## src/hdl/pin_mux_pkg.sv

```systemverilog
package pin_mux_pkg;
  // Subaddresses of the registers held here
  localparam logic [7:0] ADDR_PIN_CFG = 8'h10;
  localparam logic [7:0] ADDR_STATUS = 8'h1E;
  localparam logic [7:0] ADDR_BLANK_SECOND = 8'h31;
  localparam logic [7:0] ADDR_BLANK_FIRST = 8'h32;
  localparam logic [7:0] ADDR_PORT = 8'h34;
  // Values after reset
  localparam logic [7:0] PIN_CFG_RESET = 8'h00;
  localparam logic [7:0] BLANK_FIRST_RESET = 8'h00;
  localparam logic [7:0] BLANK_SECOND_RESET = 8'h00;
  localparam logic [15:0] PORT_RESET = 16'h0000;
  // Writable bits; reserved bits read back as zero
  localparam logic [7:0] PIN_CFG_MASK = 8'hE7;
  localparam logic [7:0] BLANK_FIRST_MASK = 8'h9F;
  localparam logic [7:0] BLANK_SECOND_MASK = 8'h7F;
  // Output pin configuration fields
  localparam int STRENGTH_LSB = 0;
  localparam int RESISTOR_BIT = 5;
  localparam int CPIN_FN_LSB = 6;
  // First fast blank mode fields
  localparam int B1_FORCE_HIGH_BIT = 0;
  localparam int BLANK_POL_BIT = 1;
  localparam int CLAMP_REF_BIT = 2;
  localparam int FULL_LINE_BIT = 3;
  localparam int FLYBACK_POL_BIT = 4;
  localparam int B1_FORCE_LOW_BIT = 7;
  // Second fast blank mode fields
  localparam int B2_FORCE_HIGH_BIT = 0;
  localparam int B2_FORCE_LOW_BIT = 1;
  localparam int PRIORITY_BIT = 2;
  localparam int MONITOR_SEL_BIT = 3;
  localparam int HC_PIN_EN_BIT = 4;
  localparam int HC_FORCE_HIGH_BIT = 5;
  localparam int HC_POL_BIT = 6;
  // General port fields
  localparam int PORT_DATA_LSB = 0;
  localparam int FRONT_SYNC_BIT = 7;
  localparam int PORT_DIR_LSB = 8;
  localparam int PORT_SEL_BIT = 15;
  localparam int STATUS_BLANK_BIT = 3;
  // Horizontal drive clock on the composite pin
  localparam int CLK_PERIOD_NS = 4;
  localparam int HCLK_PERIOD_NS = 1000;
  localparam int HCLK_HALF_CYCLES = HCLK_PERIOD_NS / (2 * CLK_PERIOD_NS);
  localparam logic [7:0] HCLK_HALF_LAST = 8'(HCLK_HALF_CYCLES - 1);
  // Functions of the composite sync pin
  typedef enum logic [1:0] {
    CPIN_SYNC, CPIN_FIELD, CPIN_ZERO, CPIN_HCLK
  } composite_fn_t;
endpackage

```

## src/hdl/blank_cond_if.sv

```systemverilog
`timescale 1ns/10ps
interface blank_cond_if;
  logic pin;
  logic invert;
  logic force_high;
  logic force_low;
  logic level;
  modport cond (input pin, input invert, input force_high, input force_low, output level);
  modport ctrl (output pin, output invert, output force_high, output force_low, input level);
endinterface

```

## src/hdl/signal_condition.sv

```systemverilog
`timescale 1ns/10ps
// Forcing, polarity and registering of one blank or contrast signal
module signal_condition (
  input wire logic clk_in,
  input wire logic rst_b_in,
  blank_cond_if.cond sig
);
  logic level_q;
  logic level_d;

  // Force high beats force low; otherwise the pin at its active level
  assign level_d = sig.force_high ? 1'b1 : (sig.force_low ? 1'b0 : (sig.pin ^ sig.invert));
  assign sig.level = level_q;

  // Output register
  always_ff @(posedge clk_in or negedge rst_b_in) begin
    if (!rst_b_in) begin
      level_q <= 1'b0;
    end else begin
      level_q <= level_d;
    end
  end
endmodule // signal_condition

```

## src/hdl/port_pin_cell.sv

```systemverilog
`timescale 1ns/10ps
// One general port pin with an alternate output function
module port_pin_cell (
  input wire logic clk_in,
  input wire logic rst_b_in,
  input wire logic port_en_in,
  input wire logic dir_out_in,
  input wire logic data_in,
  input wire logic alt_sel_in,
  input wire logic alt_value_in,
  input wire logic pad_in,
  output logic pad_out,
  output logic pad_oe_out,
  output logic read_out
);
  logic pad_q;
  logic oe_q;
  logic read_q;
  logic oe_d;
  logic pad_d;

  // Alternate function drives; else the port drives only as an output
  assign oe_d = alt_sel_in | (port_en_in & dir_out_in);
  assign pad_d = alt_sel_in ? alt_value_in : data_in;
  assign pad_out = pad_q;
  assign pad_oe_out = oe_q;
  assign read_out = read_q;

  // Pad drive and sampled pin level; a disabled port bit reads zero
  always_ff @(posedge clk_in or negedge rst_b_in) begin
    if (!rst_b_in) begin
      pad_q <= 1'b0;
      oe_q <= 1'b0;
      read_q <= 1'b0;
    end else begin
      pad_q <= pad_d;
      oe_q <= oe_d;
      read_q <= pad_in & port_en_in;
    end
  end
endmodule // port_pin_cell

```

## src/hdl/video_pin_fastblank_general_port_control.sv

```systemverilog
`timescale 1ns/10ps
// What this block does
// - Low three bits set sync pin strength
// - Bit five switches deflection output resistor
// - Composite pin: sync, field, zero, 1 MHz
// - Blank one forced high by bit zero
// - Blank one forced low by bit seven
// - Bit one sets blank active level
// - Bit two enables RGB clamp reference
// - Bit three selects full line window
// - Bit four sets flyback active level
// - Blank two forced high by bit zero
// - Blank two forced low by bit one
// - Bit two picks which blank input wins
// - Bit three picks monitored blank input
// - Bit four: port pin zero or contrast
// - Bit five forces half contrast high
// - Bit six sets half contrast pin level
// - Port data and per-pin direction bits
// - Bit seven puts front sync on pin one
// - Bit fifteen: colour outputs or port bits
// - Status bit shows monitored blank pin level
module video_pin_fastblank_general_port_control (
  input wire logic clk_in,
  input wire logic rst_b_in,
  input wire logic [7:0] reg_addr_in,
  input wire logic [15:0] reg_wdata_in,
  input wire logic reg_wr_in,
  input wire logic reg_rd_in,
  output logic [15:0] reg_rdata_out,
  output logic reg_rvalid_out,
  input wire logic main_sync_in,
  input wire logic composite_sync_in,
  input wire logic field_two_in,
  output logic [2:0] sync_pin_strength_out,
  output logic deflection_resistor_enable_out,
  output logic main_sync_pin_out,
  output logic composite_sync_pin_out,
  input wire logic blank_input_one_in,
  input wire logic blank_input_two_in,
  input wire logic flyback_in,
  output logic blank_one_out,
  output logic blank_two_out,
  output logic blank_active_out,
  output logic blank_source_two_out,
  output logic flyback_active_out,
  output logic rgb_clamp_reference_enable_out,
  output logic full_line_window_out,
  output logic half_contrast_out,
  input wire logic front_sync_in,
  input wire logic [4:0] colour_in,
  input wire logic [6:0] port_pin_in,
  output logic [6:0] port_pin_out,
  output logic [6:0] port_pin_oe_out
);
  logic [7:0] pin_cfg_q;
  logic [7:0] blank_first_q;
  logic [7:0] blank_second_q;
  logic [15:0] port_q;
  logic [15:0] rdata_q;
  logic rvalid_q;
  logic [7:0] hclk_cnt_q;
  logic hclk_q;
  logic csync_q;
  logic msync_q;
  logic flyback_q;
  logic active_q;
  logic source_two_q;
  logic monitor_q;
  logic [6:0] port_read;

  // Register write decode
  wire wr_pin_cfg = reg_wr_in && (reg_addr_in == pin_mux_pkg::ADDR_PIN_CFG);
  wire wr_first = reg_wr_in && (reg_addr_in == pin_mux_pkg::ADDR_BLANK_FIRST);
  wire wr_second = reg_wr_in && (reg_addr_in == pin_mux_pkg::ADDR_BLANK_SECOND);
  wire wr_port = reg_wr_in && (reg_addr_in == pin_mux_pkg::ADDR_PORT);

  // Control bit fields
  wire b1_force_high = blank_first_q[pin_mux_pkg::B1_FORCE_HIGH_BIT];
  wire b1_force_low = blank_first_q[pin_mux_pkg::B1_FORCE_LOW_BIT];
  wire blank_pol = blank_first_q[pin_mux_pkg::BLANK_POL_BIT];
  wire flyback_pol = blank_first_q[pin_mux_pkg::FLYBACK_POL_BIT];
  wire b2_force_high = blank_second_q[pin_mux_pkg::B2_FORCE_HIGH_BIT];
  wire b2_force_low = blank_second_q[pin_mux_pkg::B2_FORCE_LOW_BIT];
  wire priority_two = blank_second_q[pin_mux_pkg::PRIORITY_BIT];
  wire monitor_two = blank_second_q[pin_mux_pkg::MONITOR_SEL_BIT];
  wire hc_pin_en = blank_second_q[pin_mux_pkg::HC_PIN_EN_BIT];
  wire hc_force_high = blank_second_q[pin_mux_pkg::HC_FORCE_HIGH_BIT];
  wire hc_pol = blank_second_q[pin_mux_pkg::HC_POL_BIT];
  wire [6:0] port_data = port_q[pin_mux_pkg::PORT_DATA_LSB +: 7];
  wire front_sync_en = port_q[pin_mux_pkg::FRONT_SYNC_BIT];
  wire [6:0] port_dir = port_q[pin_mux_pkg::PORT_DIR_LSB +: 7];
  wire port_sel = port_q[pin_mux_pkg::PORT_SEL_BIT];
  wire pin_mux_pkg::composite_fn_t cpin_fn =
    pin_mux_pkg::composite_fn_t'(pin_cfg_q[pin_mux_pkg::CPIN_FN_LSB +: 2]);

  // Configuration registers, reserved bits held at zero
  always_ff @(posedge clk_in or negedge rst_b_in) begin
    if (!rst_b_in) begin
      pin_cfg_q <= pin_mux_pkg::PIN_CFG_RESET;
    end else if (wr_pin_cfg) begin
      pin_cfg_q <= reg_wdata_in[7:0] & pin_mux_pkg::PIN_CFG_MASK;
    end
  end

  always_ff @(posedge clk_in or negedge rst_b_in) begin
    if (!rst_b_in) begin
      blank_first_q <= pin_mux_pkg::BLANK_FIRST_RESET;
    end else if (wr_first) begin
      blank_first_q <= reg_wdata_in[7:0] & pin_mux_pkg::BLANK_FIRST_MASK;
    end
  end

  always_ff @(posedge clk_in or negedge rst_b_in) begin
    if (!rst_b_in) begin
      blank_second_q <= pin_mux_pkg::BLANK_SECOND_RESET;
    end else if (wr_second) begin
      blank_second_q <= reg_wdata_in[7:0] & pin_mux_pkg::BLANK_SECOND_MASK;
    end
  end

  always_ff @(posedge clk_in or negedge rst_b_in) begin
    if (!rst_b_in) begin
      port_q <= pin_mux_pkg::PORT_RESET;
    end else if (wr_port) begin
      port_q <= reg_wdata_in;
    end
  end

  // Read decode; unmapped subaddresses read zero
  wire rd_pin_cfg = reg_addr_in == pin_mux_pkg::ADDR_PIN_CFG;
  wire rd_first = reg_addr_in == pin_mux_pkg::ADDR_BLANK_FIRST;
  wire rd_second = reg_addr_in == pin_mux_pkg::ADDR_BLANK_SECOND;
  wire rd_port = reg_addr_in == pin_mux_pkg::ADDR_PORT;
  wire rd_status = reg_addr_in == pin_mux_pkg::ADDR_STATUS;
  wire [15:0] status_word = 16'(monitor_q) << pin_mux_pkg::STATUS_BLANK_BIT;
  wire [15:0] port_word = {port_q[15:7], port_read};
  wire [15:0] rdata_d = rd_pin_cfg ? {8'h00, pin_cfg_q} :
                        rd_first ? {8'h00, blank_first_q} :
                        rd_second ? {8'h00, blank_second_q} :
                        rd_port ? port_word :
                        rd_status ? status_word : 16'h0000;

  // Read answer one cycle after the strobe
  always_ff @(posedge clk_in or negedge rst_b_in) begin
    if (!rst_b_in) begin
      rdata_q <= 16'h0000;
      rvalid_q <= 1'b0;
    end else begin
      rvalid_q <= reg_rd_in;
      if (reg_rd_in) begin
        rdata_q <= rdata_d;
      end
    end
  end

  assign reg_rdata_out = rdata_q;
  assign reg_rvalid_out = rvalid_q;

  // Sync pin strength and deflection resistor straight from the register
  assign sync_pin_strength_out = pin_cfg_q[pin_mux_pkg::STRENGTH_LSB +: 3];
  assign deflection_resistor_enable_out = pin_cfg_q[pin_mux_pkg::RESISTOR_BIT];

  // 1 MHz horizontal drive clock divided from the core clock
  wire hclk_wrap = hclk_cnt_q == pin_mux_pkg::HCLK_HALF_LAST;
  always_ff @(posedge clk_in or negedge rst_b_in) begin
    if (!rst_b_in) begin
      hclk_cnt_q <= 8'h00;
      hclk_q <= 1'b0;
    end else begin
      hclk_cnt_q <= hclk_wrap ? 8'h00 : hclk_cnt_q + 8'h01;
      hclk_q <= hclk_q ^ hclk_wrap;
    end
  end

  // Composite pin function select
  logic csync_d;
  always_comb begin
    case (cpin_fn)
      pin_mux_pkg::CPIN_SYNC: csync_d = composite_sync_in;
      pin_mux_pkg::CPIN_FIELD: csync_d = field_two_in;
      pin_mux_pkg::CPIN_ZERO: csync_d = 1'b0;
      pin_mux_pkg::CPIN_HCLK: csync_d = hclk_q;
      default: csync_d = 1'b0;
    endcase
  end

  // Registered sync pins, flyback level and monitor sample
  wire monitor_pin = monitor_two ? blank_input_two_in : blank_input_one_in;
  always_ff @(posedge clk_in or negedge rst_b_in) begin
    if (!rst_b_in) begin
      csync_q <= 1'b0;
      msync_q <= 1'b0;
      flyback_q <= 1'b0;
      monitor_q <= 1'b0;
    end else begin
      csync_q <= csync_d;
      msync_q <= main_sync_in;
      flyback_q <= flyback_in ^ flyback_pol;
      monitor_q <= monitor_pin;
    end
  end

  assign composite_sync_pin_out = csync_q;
  assign main_sync_pin_out = msync_q;
  assign flyback_active_out = flyback_q;
  assign rgb_clamp_reference_enable_out = blank_first_q[pin_mux_pkg::CLAMP_REF_BIT];
  assign full_line_window_out = blank_first_q[pin_mux_pkg::FULL_LINE_BIT];

  // Fast blank one, fast blank two and half contrast conditioning
  blank_cond_if blank_one_c ();
  blank_cond_if blank_two_c ();
  blank_cond_if contrast_c ();

  assign blank_one_c.pin = blank_input_one_in;
  assign blank_one_c.invert = blank_pol;
  assign blank_one_c.force_high = b1_force_high;
  assign blank_one_c.force_low = b1_force_low;
  assign blank_two_c.pin = blank_input_two_in;
  assign blank_two_c.invert = blank_pol;
  assign blank_two_c.force_high = b2_force_high;
  assign blank_two_c.force_low = b2_force_low;
  assign contrast_c.pin = hc_pin_en & (port_pin_in[0] ^ hc_pol);
  assign contrast_c.invert = 1'b0;
  assign contrast_c.force_high = hc_force_high;
  assign contrast_c.force_low = 1'b0;

  signal_condition u_blank_one (
    .clk_in(clk_in),
    .rst_b_in(rst_b_in),
    .sig(blank_one_c)
  );

  signal_condition u_blank_two (
    .clk_in(clk_in),
    .rst_b_in(rst_b_in),
    .sig(blank_two_c)
  );

  signal_condition u_contrast (
    .clk_in(clk_in),
    .rst_b_in(rst_b_in),
    .sig(contrast_c)
  );

  assign blank_one_out = blank_one_c.level;
  assign blank_two_out = blank_two_c.level;
  assign half_contrast_out = contrast_c.level;

  // Priority between the two blank sources
  wire both_active = blank_one_c.level & blank_two_c.level;
  wire source_two_d = both_active ? priority_two : blank_two_c.level;
  always_ff @(posedge clk_in or negedge rst_b_in) begin
    if (!rst_b_in) begin
      active_q <= 1'b0;
      source_two_q <= 1'b0;
    end else begin
      active_q <= blank_one_c.level | blank_two_c.level;
      source_two_q <= source_two_d;
    end
  end

  assign blank_active_out = active_q;
  assign blank_source_two_out = source_two_q;

  // Port pin enables and alternate functions per pin
  wire [6:0] pin_port_en = {{5{port_sel}}, 1'b1, ~hc_pin_en};
  wire [6:0] pin_alt_sel = {{5{~port_sel}}, front_sync_en, 1'b0};
  wire [6:0] pin_alt_val = {colour_in, front_sync_in, 1'b0};

  for (genvar k = 0; k < 7; k++) begin : g_port
    port_pin_cell u_cell (
      .clk_in(clk_in),
      .rst_b_in(rst_b_in),
      .port_en_in(pin_port_en[k]),
      .dir_out_in(port_dir[k]),
      .data_in(port_data[k]),
      .alt_sel_in(pin_alt_sel[k]),
      .alt_value_in(pin_alt_val[k]),
      .pad_in(port_pin_in[k]),
      .pad_out(port_pin_out[k]),
      .pad_oe_out(port_pin_oe_out[k]),
      .read_out(port_read[k])
    );
  end
endmodule // video_pin_fastblank_general_port_control

```

## config.mk

```make
export PLATFORM = sky130hd
export DESIGN_NAME = video_pin_fastblank_general_port_control
export DESIGN_NICKNAME = d
export VERILOG_FILES = /design/src/hdl/pin_mux_pkg.sv /design/src/hdl/blank_cond_if.sv /design/src/hdl/signal_condition.sv /design/src/hdl/port_pin_cell.sv /design/src/hdl/video_pin_fastblank_general_port_control.sv
export SDC_FILE = /design/constraint.sdc
export NUM_CORES = 1
export LEC_CHECK = 0
export ABC_AREA = 1
export BUFFER_PORTS_ARGS = -buffer_cell sky130_fd_sc_hd__buf_2
export CORE_AREA = 4 4 100 102
export CTS_BUF_LIST = sky130_fd_sc_hd__clkbuf_8 sky130_fd_sc_hd__clkbuf_16
export DETAILED_ROUTE_END_ITERATION = 8
export DIE_AREA = 0 0 104 106
export GPL_TIMING_DRIVEN = 0
export PLACE_DENSITY = 0.68
export SLEW_MARGIN = 20
export SYNTH_ARGS = -nofsm -noshare
export SYNTH_HDL_FRONTEND = slang
export SYNTH_SLANG_ARGS = --single-unit
```

## constraint.sdc

```tcl
create_clock -name clk_in -period 1.35 [get_ports clk_in]
set_input_delay 0.0675 -clock clk_in [delete_from_list [all_inputs] [get_ports clk_in]]
set_output_delay 0.0675 -clock clk_in [all_outputs]
set_load 0.03 [all_outputs]
```

==> impl_metrics.tcl <==
set metrics [dict create \
    status "finished, final reports clean" \
    cts_tree "built" \
    start_util 0.445 \
    ys_seq_elements 91 \
    insertion_delay_ps 360 \
    ys_types 29 \
    grt_pass1_vias 3314 \
    multiInputGateArea_um2 1370 \
    seq_area_um2 2280 \
    met2_usage 0.299 \
    path_cells "inv_1 -> o21ai_1 -> o21ai_0 -> dlygate4sd3_1" \
    htree_levels 3 \
    syn_nets 481 \
    cp-start-kind "flop" \
    critPathSlowestCell "dlygate4sd3_1" \
    drv_cap 0 \
    die_w_um 104 \
    cts_root_buf "clkbuf_8" \
    diodes 0 \
    critPathKind "flop to flop" \
    final_net_count 622 \
    worst_slew_pin_slew_ps 515 \
    grt_usage 0.182 \
    clk_pin_slew_worst_paths_ps 90 \
    use_met1 0.232 \
    grt_overflow_total 0 \
    ys.flop_type "dfrtp_1" \
    critPathBufInv 2 \
    netlist.area_leader.share 0.562 \
    final_hold_viol_count 0 \
    place_congestion 0.838 \
    placedCellCount 635 \
    p_leak_nw 2.73 \
    busiest_layer "met2" \
    grtUsageMet3 0.0534 \
    via_per_inst 4.78 \
    num_io_pins 92 \
    vias 3291 \
    crit_required_ps 1600 \
    grt_first_pass_wirelength_um 16100 \
    rsz0062_at_grt "no" \
    grt_max_degree 58 \
    powerDensity_nw_per_um2 1090 \
    hold_ws_ps 31.7 \
    drv_slew 0 \
    synth_top_area_cell "dfrtp_1" \
    dieArea_um2 11000 \
    rows 35 \
    end_kind "flop" \
    finalWorstSetupSlack_ps 60.4 \
    drc 0 \
    clockBufferDepth 2 \
    final_cell_mix "123 x nand2_1, 92 x buf_2, 91 x dfrtp_1, 51 x inv_1, 36 x dlygate4sd3_1" \
    post-route-period-util 0.955 \
    drt_iter0_markers 135 \
    synth_area_um2 4050 \
    stdcell_count 689 \
    cp_max_fo 3 \
    place_ws_ps 43.8 \
    final.setup_skew_ps 12.4 \
    setup_violations 0 \
    fmax_ghz 0.775 \
    layout_commonest_cell "nand2_1" \
    nFillCells 815 \
    post-route-min-period_ps 1290 \
    ys_seq_area_frac 0.562 \
    maxSlewHeadroom 0.657 \
    drtPass1Iterations 4 \
    ir_drop_mv 0.514 \
    ant_nets 0 \
    async_reset_ff_frac 1.00 \
    clock_sinks 91 \
    synth_area_leaders "dfrtp_1 56%, nand2_1 11%, o21ai_2 6.0%, inv_1 4.8%, buf_4 3.1%" \
    cpPeakStageDelay_ps 550 \
    yosysWarnings 0 \
    syn_to_final_growth_pct 30.0 \
    hp-class "primary input to flop" \
    antenna_found_initial 0 \
    routed_wl_um 9400 \
    synth_area_per_cell_um2 9.38 \
    post_drt_wl_per_cell_um 13.6 \
    core_area_um2 9110 \
    port_buffers 91 \
    fin_util 0.578 \
    synth_edf_count 0 \
    dpl.hpwl_um 6780 \
    critical_path.top_delay_family "buffers and inverters" \
    die_h_um 106 \
    cp.arrival_ps 1540 \
    cts_made_buffers 9 \
    drive_gt1_frac 0.313 \
    syn_inst 432 \
]
==> synth_stat cells, drive strengths merged, types with 2 or more instances <==
cell type,count
o21ai,47
xnor2,4
nand2,126
dfrtp,91
nand3,20
a21oi,4
inv,54
o31ai,8
a31o,2
clkbuf,4
nand4,4
nor2,38
ha,2
buf,24
==> routing by layer <==
layer,up-vias,share of wire
met3,15,0.055
met4,0,0.019
li1,1628,-
met2,91,0.48
met1,1557,0.45
met5,-,0
==> worst reg2reg max path: stages, from the launching register on <==
cell and delay (ps):
dfrtp_1 390, inv_1 80, o21ai_1 110, o21ai_0 70, dlygate4sd3_1 550
==> final cells by class <==
type	count	share of cell area
Multi-Input combinational cell	259	0.260
Sequential cell	91	0.432
Timing Repair Buffer	130	0.164
Clock buffer	10	0.0261
Tap cell	111	0.0264
Inverter	54	0.0385
Clock inverter	6	0.0135
Buffer	28	0.0397
==> repair_timing <==
action / CTS / global route
hold buffers: 36 / 0
setup endpoints to repair: 0 / 7
hold endpoints to repair: 127 / 0
gates resized for setup: 0 / 3
setup buffers: 0 / 2
==> flip-flops by register name (all words and copies together), names as in the netlist <==
register,flops
blank_active_out,1
blank_first_q,6
blank_second_q,7
blank_source_two_out,1
composite_sync_pin_out,1
flyback_active_out,1
g_port.u_cell.pad_oe_out,7
g_port.u_cell.pad_out,7
g_port.u_cell.read_out,7
hclk_cnt_q,8
hclk_q,1
main_sync_pin_out,1
monitor_q,1
pin_cfg_q,6
port_q,16
reg_rdata_out,16
reg_rvalid_out,1
u_blank_one.sig.level,1
u_blank_two.sig.level,1
u_contrast.sig.level,1
==> per-stage QoR <==
step                total power, mW  TNS, ps  instance area, um2
floorplan                      3.47        0                4050
global placement               3.75   -56740                4650
detailed placement             3.78        0                4680
CTS                            5.79        0                5250
global route                   6.02        0                5270
finish                         5.73        0                5270
==> where the power goes <==
part	internal (mW)	switching, mW	total, mW
clock network	0.926	1.01	1.93
logic	0.347	0.504	0.851
registers	2.88	0.0705	2.95
==> worst paths after layout <==
| kind | end | slack [ps] | depth (start not counted) | start |
|---|---|---|---|---|
| min in group asynchronous | reg_rvalid_out | 160 | 2 | rst_b_in |
| setup reg to reg | composite_sync_pin_out | 60 | 4 | pin_cfg_q[7] |
| max in group asynchronous | pin_cfg_q[7] | 610 | 3 | rst_b_in |
| setup / recovery | composite_sync_pin_out | 60 | 4 | pin_cfg_q[7] |
| hold / removal | u_blank_two.sig.level | 30 | 3 | blank_input_two_in |
| hold reg to reg | g_port[0].u_cell.pad_out | 390 | 0 | port_q[0] |
==> logic make-up after synthesis <==
group	after synthesis	synth area share
buffers and inverters	82	0.102
XOR/XNOR	5	0.0108
AO/OA/AOI/OAI	63	0.112
adder cells (fa/ha/maj)	2	0.00617
flip-flops	91	0.562
AND/OR/NAND/NOR	189	0.208
No activity file was read; power rests on OpenSTA's default activity.
